===== src/hw/itc_defs.svh =====
// Register map, field positions and command codes of the I2C target unit
// Assumes inclusion by bare name; byte address of a register is four times its index
// Functional notes
// [RL1] Finish command: ack then wait start
// [RL2] Response after address: ack, receive or data
// [RL3] Response after data: ack/receive or send byte
// [RL4] Ack choice and command apply together; idle inert
// [RL5] Shift access or command clears status flags
// [RL6] Data flag set on byte done or collision
// [RL7] Data flag cleared by one, shift access, command
// [RL8] Address/stop flag on match or stop; same clears
// [RL9] Hold SCL low while interrupt flag set; code holds it only in ST_HOLD_ADDR and ST_HOLD_DATA
// [RL10] Keep last received acknowledge, one means NACK
// [RL11] Collision flag; then never drive SDA low
// [RL12] NACK collision sets address/stop flag; code sets it only after the address, and the data flag after a data byte
// [RL13] Collision flag cleared by one or start
// [RL14] Bus error on illegal start or stop
// [RL15] Bus errors need controller enable, fast clock
// [RL16] Direction bit from last address packet
// [RL17] Source bit: zero stop, one address
// [RL18] Ack choice sent on shift access or command
// [RL19] Command field always reads zero
// [RL20] Own address bits 7:1, bit 0 general call
// [RL21] Stop sets flag only with stop enable
// [RL22] Reserved command behaves like idle command
`ifndef ITC_DEFS_SVH
`define ITC_DEFS_SVH

`define ITC_BYTE_ADDR(i)   {(i), 2'b00}
`define ITC_IDX_CTLR_ONE   6'h03
`define ITC_IDX_CTL_ONE    6'h09
`define ITC_IDX_CTL_TWO    6'h0A
`define ITC_IDX_FLAGS      6'h0B
`define ITC_IDX_OWN_ID     6'h0C
`define ITC_IDX_SHIFT      6'h0D

`define ITC_CTLR_ENABLE    0
`define ITC_C1_ENABLE      0
`define ITC_C1_STOP_EN     5
`define ITC_C2_ACK         2
`define ITC_C2_CMD_HI      1
`define ITC_C2_CMD_LO      0

`define ITC_FL_DATA        7
`define ITC_FL_ADDR_STOP   6
`define ITC_FL_SCL_HOLD    5
`define ITC_FL_RX_ACK      4
`define ITC_FL_CLASH       3
`define ITC_FL_BUS_ERR     2
`define ITC_FL_WAY         1
`define ITC_FL_SOURCE      0

`define ITC_CMD_IDLE       2'h0
`define ITC_CMD_RSVD       2'h1
`define ITC_CMD_FINISH     2'h2
`define ITC_CMD_RESP       2'h3

`define ITC_ACK_NACK       1'b1
`define ITC_BYTE_BITS      4'h8
`define ITC_RESET_BYTE     8'h00
`define ITC_MIN_CLK_RATIO  4

`endif


===== src/hw/itc_pkg.sv =====
// Types of the I2C target unit: state encoding and registered state records
// Assumes itc_defs.svh for the numeric constants
package itc_pkg;

    typedef enum logic [3:0] {
        ST_IDLE,
        ST_ADDR,
        ST_HOLD_ADDR,
        ST_ACK_OUT,
        ST_RX,
        ST_TX,
        ST_ACK_IN,
        ST_HOLD_DATA,
        ST_WAIT_START
    } itc_state_e;

    typedef struct packed {
        itc_state_e state;
        itc_state_e after;
        logic [3:0] bits;
        logic [7:0] shreg;
        logic [7:0] own_id;
        logic       en;
        logic       stop_en;
        logic       ctlr_en;
        logic       ack_act;
        logic       ack_bit;
        logic       from_addr;
        logic       mine;
        logic       data_flag;
        logic       address_stop_flag;
        logic       received_ack_bit;
        logic       clash_flag;
        logic       bus_error_flag;
        logic       dir;
        logic       ap;
        logic       sda_oe;
        logic       scl_oe;
        logic [7:0] rdata;
    } itc_core_s;

    typedef struct packed {
        logic [1:0] scl_sync;
        logic [1:0] sda_sync;
        logic       scl_last;
        logic       sda_last;
    } itc_det_s;

endpackage


===== src/hw/itc_cond_if.sv =====
// Bus condition carrier between the pin detector and the target core
// Assumes both ends run on core_clk_in; pulses last one cycle
`timescale 1ns/1ns
interface itc_cond_if;
    logic scl_rise;
    logic scl_fall;
    logic start;
    logic stop;
    logic sda;

    modport det (output scl_rise, output scl_fall, output start, output stop, output sda);
    modport tgt (input scl_rise, input scl_fall, input start, input stop, input sda);
endinterface


===== src/hw/itc_cond_det.sv =====
// Pin synchroniser and start/stop/edge detector for SCL and SDA
// Assumes scl_in and sda_in are asynchronous wired-AND bus levels
`timescale 1ns/1ns
module itc_cond_det (
    input  wire logic core_clk_in,
    input  wire logic sys_rst_in,
    input  wire logic scl_in,
    input  wire logic sda_in,
    itc_cond_if.det   cond
);
    itc_pkg::itc_det_s q;
    itc_pkg::itc_det_s d;
    logic              scl_s;
    logic              sda_s;

    // Only the second stage is looked at
    assign scl_s = q.scl_sync[1];
    assign sda_s = q.sda_sync[1];

    always_comb begin
        d          = q;
        d.scl_sync = {q.scl_sync[0], scl_in};
        d.sda_sync = {q.sda_sync[0], sda_in};
        d.scl_last = scl_s;
        d.sda_last = sda_s;
    end

    always_ff @(posedge core_clk_in) begin
        if (sys_rst_in) begin
            q <= '1;
        end else begin
            q <= d;
        end
    end

    assign cond.scl_rise = scl_s && !q.scl_last;
    assign cond.scl_fall = !scl_s && q.scl_last;
    assign cond.start    = scl_s && q.scl_last && q.sda_last && !sda_s;
    assign cond.stop     = scl_s && q.scl_last && !q.sda_last && sda_s;
    assign cond.sda      = sda_s;
endmodule // itc_cond_det


===== src/hw/itc_target.sv =====
// I2C target core: register file, command decode, status flags, byte engine
// Assumes a single 100 MHz clock, synchronous reset, plain register port
`timescale 1ns/1ns
`include "itc_defs.svh"
module itc_target #(
    parameter int CLK_PERIOD_NS = 10,
    parameter int SCL_PERIOD_NS = 160
) (
    input  wire logic       core_clk_in,
    input  wire logic       sys_rst_in,
    input  wire logic [7:0] reg_addr_in,
    input  wire logic [7:0] reg_wdata_in,
    input  wire logic       reg_wr_in,
    input  wire logic       reg_rd_in,
    output logic      [7:0] reg_rdata_out,
    input  wire logic       scl_in,
    input  wire logic       sda_in,
    output logic            scl_out,
    output logic            scl_oe_out,
    output logic            sda_out,
    output logic            sda_oe_out
);
    // Bus error detection shares the controller's sampling window
    if (SCL_PERIOD_NS < `ITC_MIN_CLK_RATIO * CLK_PERIOD_NS) begin : g_ratio_check
        $error("SCL too fast for system clock"); // [RL15]
    end

    itc_pkg::itc_core_s q;
    itc_pkg::itc_core_s d;
    itc_cond_if         cond ();

    itc_cond_det u_det (
        .core_clk_in (core_clk_in),
        .sys_rst_in  (sys_rst_in),
        .scl_in      (scl_in),
        .sda_in      (sda_in),
        .cond        (cond)
    );

    logic       wr_ctlr;
    logic       wr_one;
    logic       wr_two;
    logic       wr_flags;
    logic       wr_own;
    logic       wr_shift;
    logic       rd_shift;
    logic [1:0] cmd;
    logic       cmd_exec;
    logic       cmd_finish;
    logic       sw_clear;
    logic       ack_now;
    logic       held;
    logic       go;
    logic       addr_match;
    logic       mid_byte;
    logic       bus_viol;
    logic [7:0] flags_view;

    assign wr_ctlr  = reg_wr_in && reg_addr_in == `ITC_BYTE_ADDR(`ITC_IDX_CTLR_ONE);
    assign wr_one   = reg_wr_in && reg_addr_in == `ITC_BYTE_ADDR(`ITC_IDX_CTL_ONE);
    assign wr_two   = reg_wr_in && reg_addr_in == `ITC_BYTE_ADDR(`ITC_IDX_CTL_TWO);
    assign wr_flags = reg_wr_in && reg_addr_in == `ITC_BYTE_ADDR(`ITC_IDX_FLAGS);
    assign wr_own   = reg_wr_in && reg_addr_in == `ITC_BYTE_ADDR(`ITC_IDX_OWN_ID);
    assign wr_shift = reg_wr_in && reg_addr_in == `ITC_BYTE_ADDR(`ITC_IDX_SHIFT);
    assign rd_shift = reg_rd_in && reg_addr_in == `ITC_BYTE_ADDR(`ITC_IDX_SHIFT);

    assign cmd        = reg_wdata_in[`ITC_C2_CMD_HI:`ITC_C2_CMD_LO];
    // Idle and reserved codes are not valid commands and only update the ack choice
    assign cmd_exec   = wr_two && (cmd == `ITC_CMD_FINISH || cmd == `ITC_CMD_RESP); // [RL22]
    assign cmd_finish = wr_two && cmd == `ITC_CMD_FINISH;
    assign sw_clear   = cmd_exec || wr_shift || rd_shift; // [RL5]
    // New ack choice counts in the same write as the command
    assign ack_now    = wr_two ? reg_wdata_in[`ITC_C2_ACK] : q.ack_act; // [RL4]

    assign held = (q.state == itc_pkg::ST_HOLD_ADDR) || (q.state == itc_pkg::ST_HOLD_DATA);
    // Releasing a held flag by a written one continues like a response
    assign go   = held && !cmd_finish
                  && ((wr_two && cmd == `ITC_CMD_RESP) || wr_shift || rd_shift // [RL18]
                      || (wr_flags && q.state == itc_pkg::ST_HOLD_ADDR
                          && reg_wdata_in[`ITC_FL_ADDR_STOP])
                      || (wr_flags && q.state == itc_pkg::ST_HOLD_DATA
                          && reg_wdata_in[`ITC_FL_DATA]));

    assign addr_match = (q.shreg[7:1] == q.own_id[7:1])
                        || (q.shreg == `ITC_RESET_BYTE && q.own_id[0]); // [RL20]

    assign mid_byte = (q.state == itc_pkg::ST_ADDR || q.state == itc_pkg::ST_RX
                       || q.state == itc_pkg::ST_TX) && q.bits != 4'h0;
    assign bus_viol = q.ctlr_en
                      && (((cond.start || cond.stop) && mid_byte)
                          || (cond.stop && q.state == itc_pkg::ST_ADDR
                              && q.bits == 4'h0)); // [RL14] [RL15]

    always_comb begin
        flags_view                    = `ITC_RESET_BYTE;
        flags_view[`ITC_FL_DATA]      = q.data_flag;
        flags_view[`ITC_FL_ADDR_STOP] = q.address_stop_flag;
        flags_view[`ITC_FL_SCL_HOLD]  = q.scl_oe; // [RL9]
        flags_view[`ITC_FL_RX_ACK]    = q.received_ack_bit;
        flags_view[`ITC_FL_CLASH]     = q.clash_flag;
        flags_view[`ITC_FL_BUS_ERR]   = q.bus_error_flag;
        flags_view[`ITC_FL_WAY]       = q.dir;
        flags_view[`ITC_FL_SOURCE]    = q.ap;
    end

    always_comb begin
        d       = q;
        d.rdata = `ITC_RESET_BYTE;

        if (reg_rd_in) begin
            case (reg_addr_in)
                `ITC_BYTE_ADDR(`ITC_IDX_CTLR_ONE): d.rdata[`ITC_CTLR_ENABLE] = q.ctlr_en;
                `ITC_BYTE_ADDR(`ITC_IDX_CTL_ONE): begin
                    d.rdata[`ITC_C1_ENABLE]  = q.en;
                    d.rdata[`ITC_C1_STOP_EN] = q.stop_en;
                end
                // Command field is a strobe and always reads zero
                `ITC_BYTE_ADDR(`ITC_IDX_CTL_TWO): d.rdata[`ITC_C2_ACK] = q.ack_act; // [RL19]
                `ITC_BYTE_ADDR(`ITC_IDX_FLAGS):   d.rdata = flags_view;
                `ITC_BYTE_ADDR(`ITC_IDX_OWN_ID):  d.rdata = q.own_id;
                `ITC_BYTE_ADDR(`ITC_IDX_SHIFT):   d.rdata = q.shreg;
                default:                          d.rdata = `ITC_RESET_BYTE;
            endcase
        end

        if (wr_ctlr) begin
            d.ctlr_en = reg_wdata_in[`ITC_CTLR_ENABLE];
        end
        if (wr_one) begin
            d.en      = reg_wdata_in[`ITC_C1_ENABLE];
            d.stop_en = reg_wdata_in[`ITC_C1_STOP_EN];
        end
        if (wr_two) begin
            d.ack_act = reg_wdata_in[`ITC_C2_ACK]; // [RL4]
        end
        if (wr_own) begin
            d.own_id = reg_wdata_in;
        end
        // Shift register only takes writes while the clock is held
        if (wr_shift && held) begin
            d.shreg = reg_wdata_in;
        end

        // Clears first, so any set below wins in the same cycle
        if (sw_clear) begin
            d.data_flag  = 1'b0; // [RL7]
            d.address_stop_flag = 1'b0; // [RL8]
        end
        if (wr_flags) begin
            if (reg_wdata_in[`ITC_FL_DATA]) begin
                d.data_flag = 1'b0; // [RL7]
            end
            if (reg_wdata_in[`ITC_FL_ADDR_STOP]) begin
                d.address_stop_flag = 1'b0; // [RL8]
            end
            if (reg_wdata_in[`ITC_FL_CLASH]) begin
                d.clash_flag = 1'b0; // [RL13]
            end
            if (reg_wdata_in[`ITC_FL_BUS_ERR]) begin
                d.bus_error_flag = 1'b0; // [RL14]
            end
        end

        if (bus_viol) begin
            d.bus_error_flag = 1'b1; // [RL14]
        end

        if (!q.en) begin
            d.state = itc_pkg::ST_IDLE;
            d.mine  = 1'b0;
        end else if (cond.start) begin
            d.clash_flag  = 1'b0; // [RL13]
            d.state = itc_pkg::ST_ADDR;
            d.bits  = 4'h0;
            d.mine  = 1'b0;
        end else if (cond.stop) begin
            if (q.stop_en && q.mine) begin
                d.address_stop_flag = 1'b1; // [RL21]
                d.ap   = 1'b0; // [RL17]
            end
            d.state = itc_pkg::ST_IDLE;
            d.mine  = 1'b0;
        end else begin
            unique case (q.state)
                itc_pkg::ST_IDLE, itc_pkg::ST_WAIT_START: begin
                    d.state = q.state;
                end
                itc_pkg::ST_ADDR: begin
                    if (cond.scl_rise) begin
                        d.shreg = {q.shreg[6:0], cond.sda};
                        d.bits  = q.bits + 4'h1;
                    end else if (cond.scl_fall && q.bits == `ITC_BYTE_BITS) begin
                        d.bits = 4'h0;
                        if (addr_match) begin
                            d.address_stop_flag  = 1'b1; // [RL8]
                            d.ap    = 1'b1; // [RL17]
                            d.dir   = q.shreg[0]; // [RL16]
                            d.mine  = 1'b1;
                            d.state = itc_pkg::ST_HOLD_ADDR; // [RL9]
                        end else begin
                            d.state = itc_pkg::ST_WAIT_START;
                        end
                    end
                end
                itc_pkg::ST_HOLD_ADDR, itc_pkg::ST_HOLD_DATA: begin
                    d.ack_bit   = ack_now;
                    d.from_addr = q.state == itc_pkg::ST_HOLD_ADDR;
                    d.bits      = 4'h0;
                    if (cmd_finish) begin
                        // Transmit side has no ack of its own to give
                        d.state = q.dir ? itc_pkg::ST_WAIT_START : itc_pkg::ST_ACK_OUT; // [RL1]
                        d.after = itc_pkg::ST_WAIT_START;
                    end else if (go && q.state == itc_pkg::ST_HOLD_ADDR) begin
                        d.state = itc_pkg::ST_ACK_OUT; // [RL2]
                        d.after = q.dir ? itc_pkg::ST_HOLD_DATA : itc_pkg::ST_RX;
                    end else if (go) begin
                        d.state = q.dir ? itc_pkg::ST_TX : itc_pkg::ST_ACK_OUT; // [RL3]
                        d.after = itc_pkg::ST_RX;
                    end
                end
                itc_pkg::ST_ACK_OUT: begin
                    if (cond.scl_rise && q.ack_bit == `ITC_ACK_NACK && !cond.sda) begin
                        d.clash_flag = 1'b1; // [RL11]
                        if (q.from_addr) begin
                            d.address_stop_flag = 1'b1; // [RL12]
                            d.ap   = 1'b1;
                        end
                    end else if (cond.scl_fall) begin
                        d.state = q.after;
                        if (q.after == itc_pkg::ST_HOLD_DATA || (q.clash_flag && !q.from_addr)) begin
                            d.data_flag = 1'b1; // [RL2] [RL6]
                        end
                    end
                end
                itc_pkg::ST_RX: begin
                    if (cond.scl_rise) begin
                        d.shreg = {q.shreg[6:0], cond.sda};
                        d.bits  = q.bits + 4'h1;
                    end else if (cond.scl_fall && q.bits == `ITC_BYTE_BITS) begin
                        d.bits  = 4'h0;
                        d.data_flag   = 1'b1; // [RL6]
                        d.state = itc_pkg::ST_HOLD_DATA;
                    end
                end
                itc_pkg::ST_TX: begin
                    if (cond.scl_rise && q.shreg[7] && !cond.sda) begin
                        d.clash_flag = 1'b1; // [RL11]
                    end else if (cond.scl_fall) begin
                        d.shreg = {q.shreg[6:0], 1'b0};
                        d.bits  = q.bits + 4'h1;
                        if (q.bits == `ITC_BYTE_BITS - 4'h1) begin
                            d.bits  = 4'h0;
                            d.state = itc_pkg::ST_ACK_IN;
                        end
                    end
                end
                itc_pkg::ST_ACK_IN: begin
                    if (cond.scl_rise) begin
                        d.received_ack_bit = cond.sda; // [RL10]
                    end else if (cond.scl_fall) begin
                        d.data_flag   = 1'b1; // [RL6]
                        d.state = itc_pkg::ST_HOLD_DATA;
                    end
                end
                default: begin
                    d.state = itc_pkg::ST_IDLE;
                end
            endcase
        end

        // A collision keeps the data and ack drivers off until a start or a written one clears the flag
        d.sda_oe = !d.clash_flag
                   && ((d.state == itc_pkg::ST_ACK_OUT && d.ack_bit != `ITC_ACK_NACK)
                       || (d.state == itc_pkg::ST_TX && !d.shreg[7])); // [RL11]
        d.scl_oe = (d.state == itc_pkg::ST_HOLD_ADDR && d.address_stop_flag)
                   || (d.state == itc_pkg::ST_HOLD_DATA && d.data_flag); // [RL9]
    end

    always_ff @(posedge core_clk_in) begin
        if (sys_rst_in) begin
            q <= '0;
        end else begin
            q <= d;
        end
    end

    assign reg_rdata_out = q.rdata;
    assign scl_out       = 1'b0;
    assign sda_out       = 1'b0;
    assign scl_oe_out    = q.scl_oe;
    assign sda_oe_out    = q.sda_oe;

    cmd_reads_zero_a: assert property ( // [RL19]
        @(posedge core_clk_in) disable iff (sys_rst_in)
        reg_rd_in && reg_addr_in == `ITC_BYTE_ADDR(`ITC_IDX_CTL_TWO)
        |=> reg_rdata_out[1:0] == 2'b00 && reg_rdata_out[2] == $past(q.ack_act))
        else $error("command field did not read zero");

    hold_drives_scl_a: assert property ( // [RL9]
        @(posedge core_clk_in) disable iff (sys_rst_in)
        (q.state == itc_pkg::ST_HOLD_DATA && q.data_flag) |-> scl_oe_out)
        else $error("scl not held while data flag set");

    clash_quiet_sda_a: assert property ( // [RL11]
        @(posedge core_clk_in) disable iff (sys_rst_in)
        q.clash_flag |-> !sda_oe_out)
        else $error("sda driven low after collision");

    start_clears_clash_a: assert property ( // [RL13]
        @(posedge core_clk_in) disable iff (sys_rst_in)
        cond.start && q.en |=> !q.clash_flag && q.state == itc_pkg::ST_ADDR)
        else $error("start did not clear collision flag");

    shift_clears_flags_a: assert property ( // [RL7]
        @(posedge core_clk_in) disable iff (sys_rst_in)
        rd_shift && !cond.scl_rise && !cond.scl_fall && !cond.stop && !cond.start
        |=> !q.data_flag && !q.address_stop_flag)
        else $error("shift access left a flag set");

    idle_cmd_inert_a: assert property ( // [RL22]
        @(posedge core_clk_in) disable iff (sys_rst_in)
        wr_two && (cmd == `ITC_CMD_IDLE || cmd == `ITC_CMD_RSVD) && held && !wr_flags
        && !cond.start && !cond.stop
        |=> $stable(q.state) && $stable(q.data_flag) && $stable(q.address_stop_flag))
        else $error("idle command changed state");

    stop_source_a: assert property ( // [RL17]
        @(posedge core_clk_in) disable iff (sys_rst_in)
        $rose(q.address_stop_flag) && !q.ap |-> $past(cond.stop) && $past(q.stop_en))
        else $error("stop source without enabled stop");

    bus_err_gate_a: assert property ( // [RL15]
        @(posedge core_clk_in) disable iff (sys_rst_in)
        $rose(q.bus_error_flag) |-> $past(q.ctlr_en) && ($past(cond.start) || $past(cond.stop)))
        else $error("bus error without controller enable");

    way_from_addr_a: assert property ( // [RL16]
        @(posedge core_clk_in) disable iff (sys_rst_in)
        $rose(q.address_stop_flag) && q.ap && q.state == itc_pkg::ST_HOLD_ADDR
        |-> q.dir == q.shreg[0] ##1 scl_oe_out)
        else $error("direction bit not from address packet");
endmodule // itc_target


===== config.mk =====
export PLATFORM = sky130hd
export DESIGN_NAME = itc_target
export DESIGN_NICKNAME = d
export VERILOG_FILES = /design/src/hw/itc_pkg.sv /design/src/hw/itc_cond_if.sv /design/src/hw/itc_cond_det.sv /design/src/hw/itc_target.sv
export VERILOG_INCLUDE_DIRS = /design/src /design/src/hw
export SDC_FILE = /design/constraint.sdc
export NUM_CORES = 1
export LEC_CHECK = 0
export BUFFER_PORTS_ARGS = -buffer_cell sky130_fd_sc_hd__buf_2
export CELL_PAD_IN_SITES_DETAIL_PLACEMENT = 0
export CELL_PAD_IN_SITES_GLOBAL_PLACEMENT = 1
export CORE_MARGIN = 3
export CORE_UTILIZATION = 44
export DETAILED_ROUTE_END_ITERATION = 8
export PLACE_DENSITY = 0.76
export RECOVER_POWER = 50
export SYNTH_ARGS = -nofsm -noshare
export SYNTH_HDL_FRONTEND = slang
export SYNTH_SLANG_ARGS = --single-unit

===== constraint.sdc =====
create_clock -name core_clk_in -period 3.3 [get_ports core_clk_in]
set_input_delay 0.33 -clock core_clk_in [delete_from_list [all_inputs] [get_ports core_clk_in]]
set_output_delay 0.33 -clock core_clk_in [all_outputs]
set_load 0.1 [all_outputs]

# Word-level counts from Yosys, hierarchy flattened
# Index checks and enable logic that the tools add are counted.
# totals
register_bits	58
output_inout_bits	12
wordCells	245
in_bits	22
# classes
mux	89
add_sub_neg	1
bitwise	6
reduce_logical	89
n_eq_ne	34
# ops
operator	n
$mux W4	22
$mux W8	7
$logic_and A1 B1 Y1	43
$eq A8 B6 Y1 const B	5
$mux W1	33
$eq A4 B3 Y1 const B	8
$pmux W4 S7	1
$mux W12	2
$mux W2	9
$ne A3 B3 Y1 const B	6
$eq A4 B2 Y1 const B	4
$logic_or A1 B1 Y1	16
$mux W16	1
$pmux W8 S2	1
$pmux W2 S3	2
$pmux W4 S3	1
$reduce_and A5 Y1	2
$reduce_and A9 Y1	1
$eq A4 B4 Y1 const B	2
$eq A8 B4 Y1 const B	1
$logic_not A1 Y1	8
$logic_not A4 Y1	2
$logic_not A8 Y1	1
$pmux W1 S4	2
other kinds (22)	39

# Logic depth before layout (Yosys ltp)
# Gate-level depths: netlist of run 1.
# depth
depth_word	19
ltp_mapped	9
depth_no_buf	9

# Cells and area by module
# Synthesis of run 1 repeated with hierarchy kept, for this count alone.
# hier_totals
hier_cells	412
area_unflattened_um2	3260.6
# modules_own_cells
mod	area_each_um2	seq_area_each_um2	n_inst	cells_each
itc_target	3070.4	1021.0	1	396
itc_cond_det	190.2	120.1	1	16

# Least setup slack after synthesis of run 1
# OpenSTA, ideal clock, no wires.
# synth_timing
path_kind	flip-flop to flip-flop
start	register u_det.q, in the netlist u_det.d[1]
end	register q, in the netlist sda_oe_out
required_time_ns	3.197
synth_period_minus_slack_ns	2.482
t_arrival_ns	2.378
path_buffers	2
setup_ns	0.103
path_stages_with_launch	10
setup_slack_ns	0.818
path_cell_list	dfxtp_1 -> clkbuf_1 -> nor2b_1 -> buf_2 -> nand3b_1 -> a211oi_1 -> nand2_1 -> mux2i_1 -> or3_1 -> a2111oi_2
# synth_between
elab_chain_len	13
word_cells_on_any_way	52
classes_between	eq/ne: 2; mux: 30; bitwise: 1; reduce/logical: 19
# synth_lines
element	line	text
start: declaration	itc_cond_det.sv:11	itc_pkg::itc_det_s q;
start signal: assignment	itc_cond_det.sv:30	q <= '1;
start signal: assignment	itc_cond_det.sv:32	q <= d;
$logic_not A1 Y1	itc_cond_det.sv:37	assign cond.scl_fall = !scl_s && q.scl_last;
$logic_and A1 B1 Y1	itc_cond_det.sv:37	
$logic_and A1 B1 Y1 (no source line)	n/a	
$mux W4 (on tied branches)	itc_target.sv:239, itc_target.sv:192	
$mux W4 (on tied branches)	itc_target.sv:236, itc_target.sv:189	
$pmux W4 S7	itc_target.sv:184	unique case (q.state)
$mux W4	itc_target.sv:176	end else if (cond.stop) begin
$mux W4	itc_target.sv:171	end else if (cond.start) begin
$mux W4	itc_target.sv:168	if (!q.en) begin
$eq A4 B2 Y1 or $eq A4 B3 Y1 (tied branches)	itc_target.sv:273, itc_target.sv:274	
$logic_and A1 B1 Y1 (on tied branches)	n/a	
$logic_or A1 B1 Y1	itc_target.sv:273	&& ((d.state == itc_pkg::ST_ACK_OUT && d.ack_bit != `ITC_ACK_NACK)
$logic_and A1 B1 Y1 (*)	itc_target.sv:272	d.sda_oe = !d.clash_flag
end signal: assignment	itc_target.sv:281	q <= '0;
end signal: assignment	itc_target.sv:283	q <= d;
end: declaration	itc_target.sv:28	itc_pkg::itc_core_s q;
# Every way passes the cells marked *; elsewhere a longest branch is shown, timed or not. The select of a mux whose other input is x is not followed.
# A chain may end at the register's enable or synchronous reset.

# Worst setup path after layout of run 1
# Ends and elaborated chain as after synthesis.

==> impl_metrics.json, run 1 <==
{
  "synth_xor_xnor_area_share_pct": 2.40,
  "ys_top_cells_by_area": "sky130_fd_sc_hd__dfxtp_1 35%, sky130_fd_sc_hd__nand2_1 5.4%, sky130_fd_sc_hd__nor2_1 4.5%",
  "hold_path_depth": 2,
  "postCtsSetupRepairBufs": 0,
  "p_clk_share_pct": 43.9,
  "cp_data_arrival_time_ns": 2.94,
  "mostFrequentLayoutCell": "sky130_fd_sc_hd__dfxtp_1",
  "initial_antenna_violation_count": 0,
  "r2r_setup_slack_ns": 0.58,
  "most_frequent_cells_in_the_layout": "57 x sky130_fd_sc_hd__dfxtp_1, 47 x sky130_fd_sc_hd__nand2_1, 39 x sky130_fd_sc_hd__nor2_1",
  "first_iter_violations": 300,
  "syn_area_per_cell_sq_um": 8.08,
  "power.share.switching_pct": 26.4,
  "power.switching_uw": 361,
  "core.rowCount": 30,
  "first_global_vias": 2852,
  "routed_via_density": 5.90,
  "powerDensity_nw_per_um2": 381,
  "ant_nets": 0,
  "synth-main-ff-cell": "sky130_fd_sc_hd__dfxtp_1",
  "netlist_area_sq_um": 3280,
  "gr-usage-all-layers_pct": 23.4,
  "path_max_fanout": 14,
  "holdPathEnd": "u_det.d[3]$_SDFF_PP1_",
  "result_of_the_run": "finished, violations left",
  "grt_max_degree": 37,
  "cell_internal_pwr_uw": 1000,
  "final-setup-viol-count": 0,
  "clock_sink_count": 57,
  "insertedDiodeCount": 0,
  "worstSetupEndpointType": "flop",
  "tns_ns": 0,
  "post_cts_resize_count": 0,
  "cts-root-to-sink-buffers": 2,
  "synth_compound_gate_area_share_pct": 18.8,
  "reg_to_reg_end": "sda_oe_out$_SDFF_PP0_",
  "fp.dieW_um": 92.4,
  "hold_path_startpoint": "sda_in",
  "final-hold-violation-count": 0,
  "clock-root-buffer": "sky130_fd_sc_hd__clkbuf_8",
  "routabilityCongestion": 0.929,
  "synth_warnings": 0,
  "synth_top_family_by_area": "simple AND/OR/NAND/NOR gates",
  "report.final.slew_viol_count": 37,
  "rsz0062_at_grt": "false",
  "drt_first_pass_iters": 7,
  "reg2reg_depth": 8,
  "crit_chain": "nor2b_1 > nand3b_1 > a211oi_1 > buf_4 > nand2_1 > mux2i_1 > or3_1 > a2111oi_2",
  "cp_launch_type": "flop",
  "fillers": 722,
  "area_delta_synth_final_pct": 9.34,
  "portBuffers": 31,
  "grt-ovfl-total": 0,
  "worst_hold_path_type": "primary input to flop",
  "design.die.area_sq_um": 8530,
  "synthMuxAreaShare_pct": 4.77,
  "initial_core_util_pct": 46.7,
  "ys_async_sr_fraction_pct": 0,
  "crit_required_ns": 3.51,
  "drcViolationCount": 0,
  "max_cap_violations": 1,
  "hold_slack_ns": 0.180,
  "num-nets-final": 445,
  "synth-adder-area-share_pct": 0.763,
  "pwr-share-seq_pct": 50.9,
  "top_cell_type_s_share_of_synthesized_area_pct": 34.8,
  "clk-insertion-delay-late_ns": 0.33,
  "hpwlAfterDp_mm": 7.09,
  "synth.largest_area_cell": "sky130_fd_sc_hd__dfxtp_1",
  "floorplan.die.height_um": 92.4,
  "synth-edff-count": 0,
  "violated_checks": "max-capacitance violations, max-slew violations",
  "pwr-share-comb_pct": 5.2,
  "critPathMaxStageDelay_ns": 0.49,
  "dr_total_vias": 3078,
  "path_class": "flop to flop",
  "max_clock_freq_ghz": 0.367,
  "clock-skew-final_ns": 0.0129,
  "clkTransAtPathRegs_ns": 0.07,
  "fin_crit_sh_pct": 82.6,
  "layout_min_cycle_time_ns": 2.72,
  "syn-instance-count": 406,
  "multi_input_comb_area_sq_um": 1920,
  "synth_simple_gate_area_share_pct": 31.7,
  "layout.area.seq_sq_um": 1140,
  "io_pins": 34,
  "synth_seq_cells": 57,
  "cts_hold_repair.buffers": 0,
  "timing.critical_path.slowest_stage_cell": "sky130_fd_sc_hd__dfxtp_1",
  "totalWireLength_mm": 9.65,
  "lkg_pwr_uw": 0.00129,
  "synth_cell_type_count": 65,
  "design.core.area_sq_um": 7020,
  "clock_buffers_created_by_tritoncts": 9,
  "tritoncts": "built",
  "reg2reg_from": "u_det.d[1]$_SDFF_PP1_",
  "vdd_ir_drop_max_v": 0.000205,
  "slew-limit-headroom_pct": -15.9,
  "tightest_slew_ns": 1.74,
  "h-tree-depth": 3,
  "detail_route.wl_per_cell_um": 18.5,
  "seq_area_frac_synth_pct": 34.8,
  "grt_pass1_wl_mm": 15.7,
  "layout_cell_share_with_drive_strength_beyond_1_pct": 14.8
}
[metrics by stage]
stage | cell area (sq um) | utilization [%] | instances | total power, uW | setup slack [ns]
3_5_place_dp | 3430 | 48.8 | 506 | 782 | 0.674
5_1_grt | 3590 | 51.1 | 522 | 1410 | 0.410
4_1_cts | 3610 | 51.4 | 522 | 1380 | 0.603
6_report | 3590 | 51.1 | 522 | 1370 | 0.575
2_1_floorplan | 3280 | - | 407 | 751 | 0.818
3_3_place_gp | 3430 | 48.8 | 506 | 781 | 0.661
[state kept, by name (all words and copies together) (netlist names)]
name / cells
q: 34
u_det.cond.sda: 1
scl_oe_out: 1
flags_view: 7
sda_oe_out: 1
reg_rdata_out: 8
u_det.d: 3
u_det.q: 2
[Yosys cell counts, types with 3 or more instances]
| cell type | number |
|---|---|
| sky130_fd_sc_hd__a211oi_1 | 8 |
| sky130_fd_sc_hd__a21oi_1 | 26 |
| sky130_fd_sc_hd__a222oi_1 | 8 |
| sky130_fd_sc_hd__a22oi_1 | 3 |
| sky130_fd_sc_hd__a31oi_1 | 5 |
| sky130_fd_sc_hd__and2_1 | 7 |
| sky130_fd_sc_hd__and3_1 | 6 |
| sky130_fd_sc_hd__buf_2 | 7 |
| sky130_fd_sc_hd__buf_4 | 11 |
| sky130_fd_sc_hd__clkbuf_1 | 15 |
| sky130_fd_sc_hd__dfxtp_1 | 57 |
| sky130_fd_sc_hd__inv_1 | 11 |
| sky130_fd_sc_hd__mux2i_1 | 13 |
| sky130_fd_sc_hd__nand2_1 | 47 |
| sky130_fd_sc_hd__nand2b_1 | 6 |
| sky130_fd_sc_hd__nand3_1 | 25 |
| sky130_fd_sc_hd__nand4_1 | 7 |
| sky130_fd_sc_hd__nor2_1 | 39 |
| sky130_fd_sc_hd__nor2b_1 | 10 |
| sky130_fd_sc_hd__nor3_1 | 6 |
| sky130_fd_sc_hd__nor3b_1 | 3 |
| sky130_fd_sc_hd__nor4_1 | 4 |
| sky130_fd_sc_hd__o211ai_1 | 3 |
| sky130_fd_sc_hd__o21ai_0 | 13 |
| sky130_fd_sc_hd__or2_2 | 6 |
| sky130_fd_sc_hd__xnor2_1 | 9 |
[kinds of logic after synthesis]
family,after synthesis
buffers and inverters,45
XOR/XNOR,9
flip-flops,57
adder cells (fa/ha/maj),2
AO/OA/AOI/OAI,87
other,1
AND/OR/NAND/NOR,190
multiplexers,15
[cell type report]
cell class / instances / share of cell area [%]
Multi-Input combinational cell: 305 / 53.6
Sequential cell: 57 / 31.8
Timing Repair Buffer: 37 / 5.06
Clock buffer: 10 / 3.84
Tap cell: 96 / 3.35
Clock inverter: 6 / 1.22
Inverter: 11 / 1.15
[worst max-delay path: cells and delay by family, from the launching register on]
kind / cells / cell delay (ns)
and+or+nand+nor: 4 / 1.07
AOI/OAI and AO/OA: 2 / 0.64
DFF: 1 / 0.49
muxes: 1 / 0.23
buffers and inverters: 1 / 0.18
[layer usage]
metal	track usage, %	share of wire, %	vias to the layer above
li1	-	-	1482
met1	35.3	47	1450
met2	34.1	44	133
met3	3.66	7.7	13
met4	7.30	1.3	0
met5	0	0	-
[worst max path at each step]
| stage | to | start |
|---|---|---|
| after floorplan | sda_oe_out$_SDFF_PP0_ | u_det.d[1]$_SDFF_PP1_ |
| after global placement | sda_oe_out$_SDFF_PP0_ | reg_addr_in[4] |
| after detailed placement | sda_oe_out$_SDFF_PP0_ | reg_addr_in[6] |
| after CTS | sda_oe_out$_SDFF_PP0_ | u_det.d[1]$_SDFF_PP1_ |
| after global routing | sda_oe_out$_SDFF_PP0_ | u_det.d[1]$_SDFF_PP1_ |
| final | sda_oe_out$_SDFF_PP0_ | u_det.d[1]$_SDFF_PP1_ |
[power groups by stage]
| stage | clock network, uW | registers (uW) | logic (uW) |
|---|---|---|---|
| floorplan | 0 | 707 | 44.1 |
| finish | 600 | 695 | 70.8 |
| detailed placement | 0 | 710 | 71.3 |
| CTS | 609 | 694 | 71.6 |
| global route | 643 | 695 | 75.7 |
| global placement | 0 | 710 | 71.2 |
No activity file was read; power rests on OpenSTA's default activity.
==> inputs of run 2 (changes only) <==
Settings changed: CORE_UTILIZATION 44 to 40, PLACE_DENSITY 0.76 to 0.72.
Clock period 3.3 ns to 2.3 ns, I/O delays scaled along.
==> run 2 against run 1 <==
Effect of this change: the run now ends clean; first-iteration DRC count is 16% lower; sequential share of layout area fell by 2.5 points; cell count rose by 7.7%; sequential power increased by 43%; via count rose by 4.6%; maximum frequency is 26% higher; critical path depth fell by 1; die area up 9.3%; worst hold slack got worse by 0.11 ns; worst setup slack lost 0.43 ns; power rose by 60%; register-to-register slack got worse by 0.43 ns.
==> impl_metrics.json, run 2 (synthesis gave the netlist of run 1 again) <==
{
  "grt-ovfl-total": 0,
  "largest-register": "q",
  "num-nets-final": 479,
  "grt.met2_usage_pct": 37.2,
  "lkg_pwr_uw": 0.00149,
  "ant_nets": 0,
  "place_area_sq_um": 3690,
  "worstSetupStartpoint": "q[48]$_SDFF_PP0_",
  "largest_register_ff_count": 34,
  "h-tree-depth": 3,
  "fillers": 784,
  "cp_data_arrival_time_ns": 2.40,
  "clock_buffers_created_by_tritoncts": 9,
  "drcViolationCount": 0,
  "detail_route.wl_per_cell_um": 18.2,
  "worstSetupEndpointType": "flop",
  "p_clk_share_pct": 49.5,
  "fin_util_pct": 49.9,
  "fin_crit_sh_pct": 93.8,
  "portBuffers": 31,
  "crit_required_ns": 2.54,
  "first_global_vias": 3071,
  "clkTransAtPathRegs_ns": 0.07,
  "hold_path_startpoint": "sda_in",
  "cell_internal_pwr_uw": 1690,
  "power.switching_uw": 496,
  "slew-limit-headroom_pct": 21.3,
  "gr-usage-all-layers_pct": 23.4,
  "cts-root-to-sink-buffers": 2,
  "powerDensity_nw_per_um2": 559,
  "cpLargestDelayFamily": "compound AO/OA/AOI/OAI gates",
  "pwr-share-seq_pct": 45.6,
  "insertedDiodeCount": 0,
  "met3_usage_pct": 4.03,
  "gr-usage-met1_pct": 32.5,
  "max_clock_freq_ghz": 0.463,
  "postCtsSetupRepairBufs": 0,
  "vdd_ir_drop_max_v": 0.000420,
  "routabilityCongestion": 0.932,
  "tightest_slew_ns": 1.19,
  "initial_core_util_pct": 41.8,
  "grt_max_degree": 23,
  "final_non_filler_cell_area_sq_um": 3910,
  "core.rowCount": 32,
  "grt.busiest_layer": "met2",
  "tritoncts": "built",
  "initial_antenna_violation_count": 0,
  "count_of_buffer_and_inverter_cells_on_the_critical_path": 0,
  "final-hold-violation-count": 0,
  "layout.area.seq_sq_um": 1150,
  "drt_first_pass_iters": 6,
  "hold_slack_ns": 0.0662,
  "max_cap_violations": 0,
  "path_class": "flop to flop",
  "grt_pass1_wl_mm": 16.3,
  "first_iter_violations": 253,
  "clock-root-buffer": "sky130_fd_sc_hd__clkbuf_8",
  "most_frequent_cells_in_the_layout": "53 x sky130_fd_sc_hd__dfxtp_1, 46 x sky130_fd_sc_hd__nand2_1, 39 x sky130_fd_sc_hd__nor2_1",
  "floorplan.die.height_um": 96.6,
  "report.final.slew_viol_count": 0,
  "pwr-share-comb_pct": 5.0,
  "fp.dieW_um": 96.6,
  "power.share.switching_pct": 22.7,
  "cp_launch_type": "flop",
  "clock_sink_count": 57,
  "layout_min_cycle_time_ns": 2.16,
  "area_delta_synth_final_pct": 19.3,
  "path_max_fanout": 10,
  "critPathMaxStageDelay_ns": 0.38,
  "totalWireLength_mm": 10.2,
  "hpwlAfterDp_mm": 7.71,
  "clock-skew-final_ns": 0.00984,
  "design.die.area_sq_um": 9320,
  "post_cts_resize_count": 0,
  "cts_hold_repair.buffers": 0,
  "multi_input_comb_area_sq_um": 1940,
  "layout_cell_share_with_drive_strength_beyond_1_pct": 22.8,
  "result_of_the_run": "finished clean",
  "crit_chain": "nor3b_1 > o2111ai_2 > a31oi_4 > mux2_4 > a21oi_2 > or3_1 > a2111oi_2",
  "mostFrequentLayoutCell": "sky130_fd_sc_hd__dfxtp_1",
  "timing.critical_path.slowest_stage_cell": "sky130_fd_sc_hd__dfxtp_2",
  "final-setup-viol-count": 0,
  "rsz0062_at_grt": "false",
  "tns_ns": 0,
  "worst_hold_path_type": "primary input to flop",
  "reg2reg_from": "q[48]$_SDFF_PP0_",
  "io_pins": 34,
  "design.core.area_sq_um": 7850,
  "routed_via_density": 5.73,
  "dr_total_vias": 3219,
  "clk-insertion-delay-late_ns": 0.34
}
## run 2: cell count changes in the layout (fill, tap and decap cells not counted), moves of 3 or more
cell,change
sky130_fd_sc_hd__dfxtp_1,-4
sky130_fd_sc_hd__dfxtp_2,+4
sky130_fd_sc_hd__nor2b_2,+3
sky130_fd_sc_hd__nor2b_1,-3
sky130_fd_sc_hd__clkinv_4,-3
sky130_fd_sc_hd__buf_4,+32
## run 2: final timing paths
kind / to / slack [ns] / cells after the start
setup reg to reg: sda_oe_out$_SDFF_PP0_ / 0.14 / 7
hold reg to reg: u_det.d[1]$_SDFF_PP1_ / 0.41 / 1
hold / removal: u_det.d[3]$_SDFF_PP1_ / 0.07 / 2
setup / recovery: sda_oe_out$_SDFF_PP0_ / 0.14 / 7
## run 2: metrics by stage
step	total power, uW	std cells	setup WS [ns]
2_1_floorplan	1080	407	0.0717
3_3_place_gp	1130	546	0.0591
3_5_place_dp	1130	546	0.0202
4_1_cts	2200	562	0.0276
5_1_grt	2260	562	0.0120
6_report	2190	562	0.142
## run 2: area by class of cell
class                           instances  area share [%]
Timing Repair Buffer                   71            11.1
Multi-Input combinational cell        305            49.5
Inverter                               11            1.05
Sequential cell                        57            29.3
Clock inverter                          5            1.98
Clock buffer                           11            3.87
Tap cell                              102            3.26
## run 2: layer usage
metal / vias to the layer above / part of all wire [%]
li1: 1559 / -
met1: 1536 / 47
met2: 106 / 46
met3: 18 / 6.1
met4: 0 / 1.4
met5: - / 0
## run 2: worst reg2reg max path, stage by stage (launching register included)
cell and delay, ns:
sky130_fd_sc_hd__dfxtp_2 0.38, sky130_fd_sc_hd__nor3b_1 0.27, sky130_fd_sc_hd__o2111ai_2 0.16, sky130_fd_sc_hd__a31oi_4 0.27, sky130_fd_sc_hd__mux2_4 0.21, sky130_fd_sc_hd__a21oi_2 0.07, sky130_fd_sc_hd__or3_1 0.37, sky130_fd_sc_hd__a2111oi_2 0.34
## run 2: power by group through the flow
| stage | registers (uW) | logic, uW | clock network, uW |
|---|---|---|---|
| 3_5_place_dp | 1020 | 109 | 0 |
| 2_1_floorplan | 1010 | 63.5 | 0 |
| 3_3_place_gp | 1020 | 108 | 0 |
| 6_report | 996 | 109 | 1080 |
| 4_1_cts | 996 | 110 | 1100 |
| 5_1_grt | 996 | 118 | 1140 |
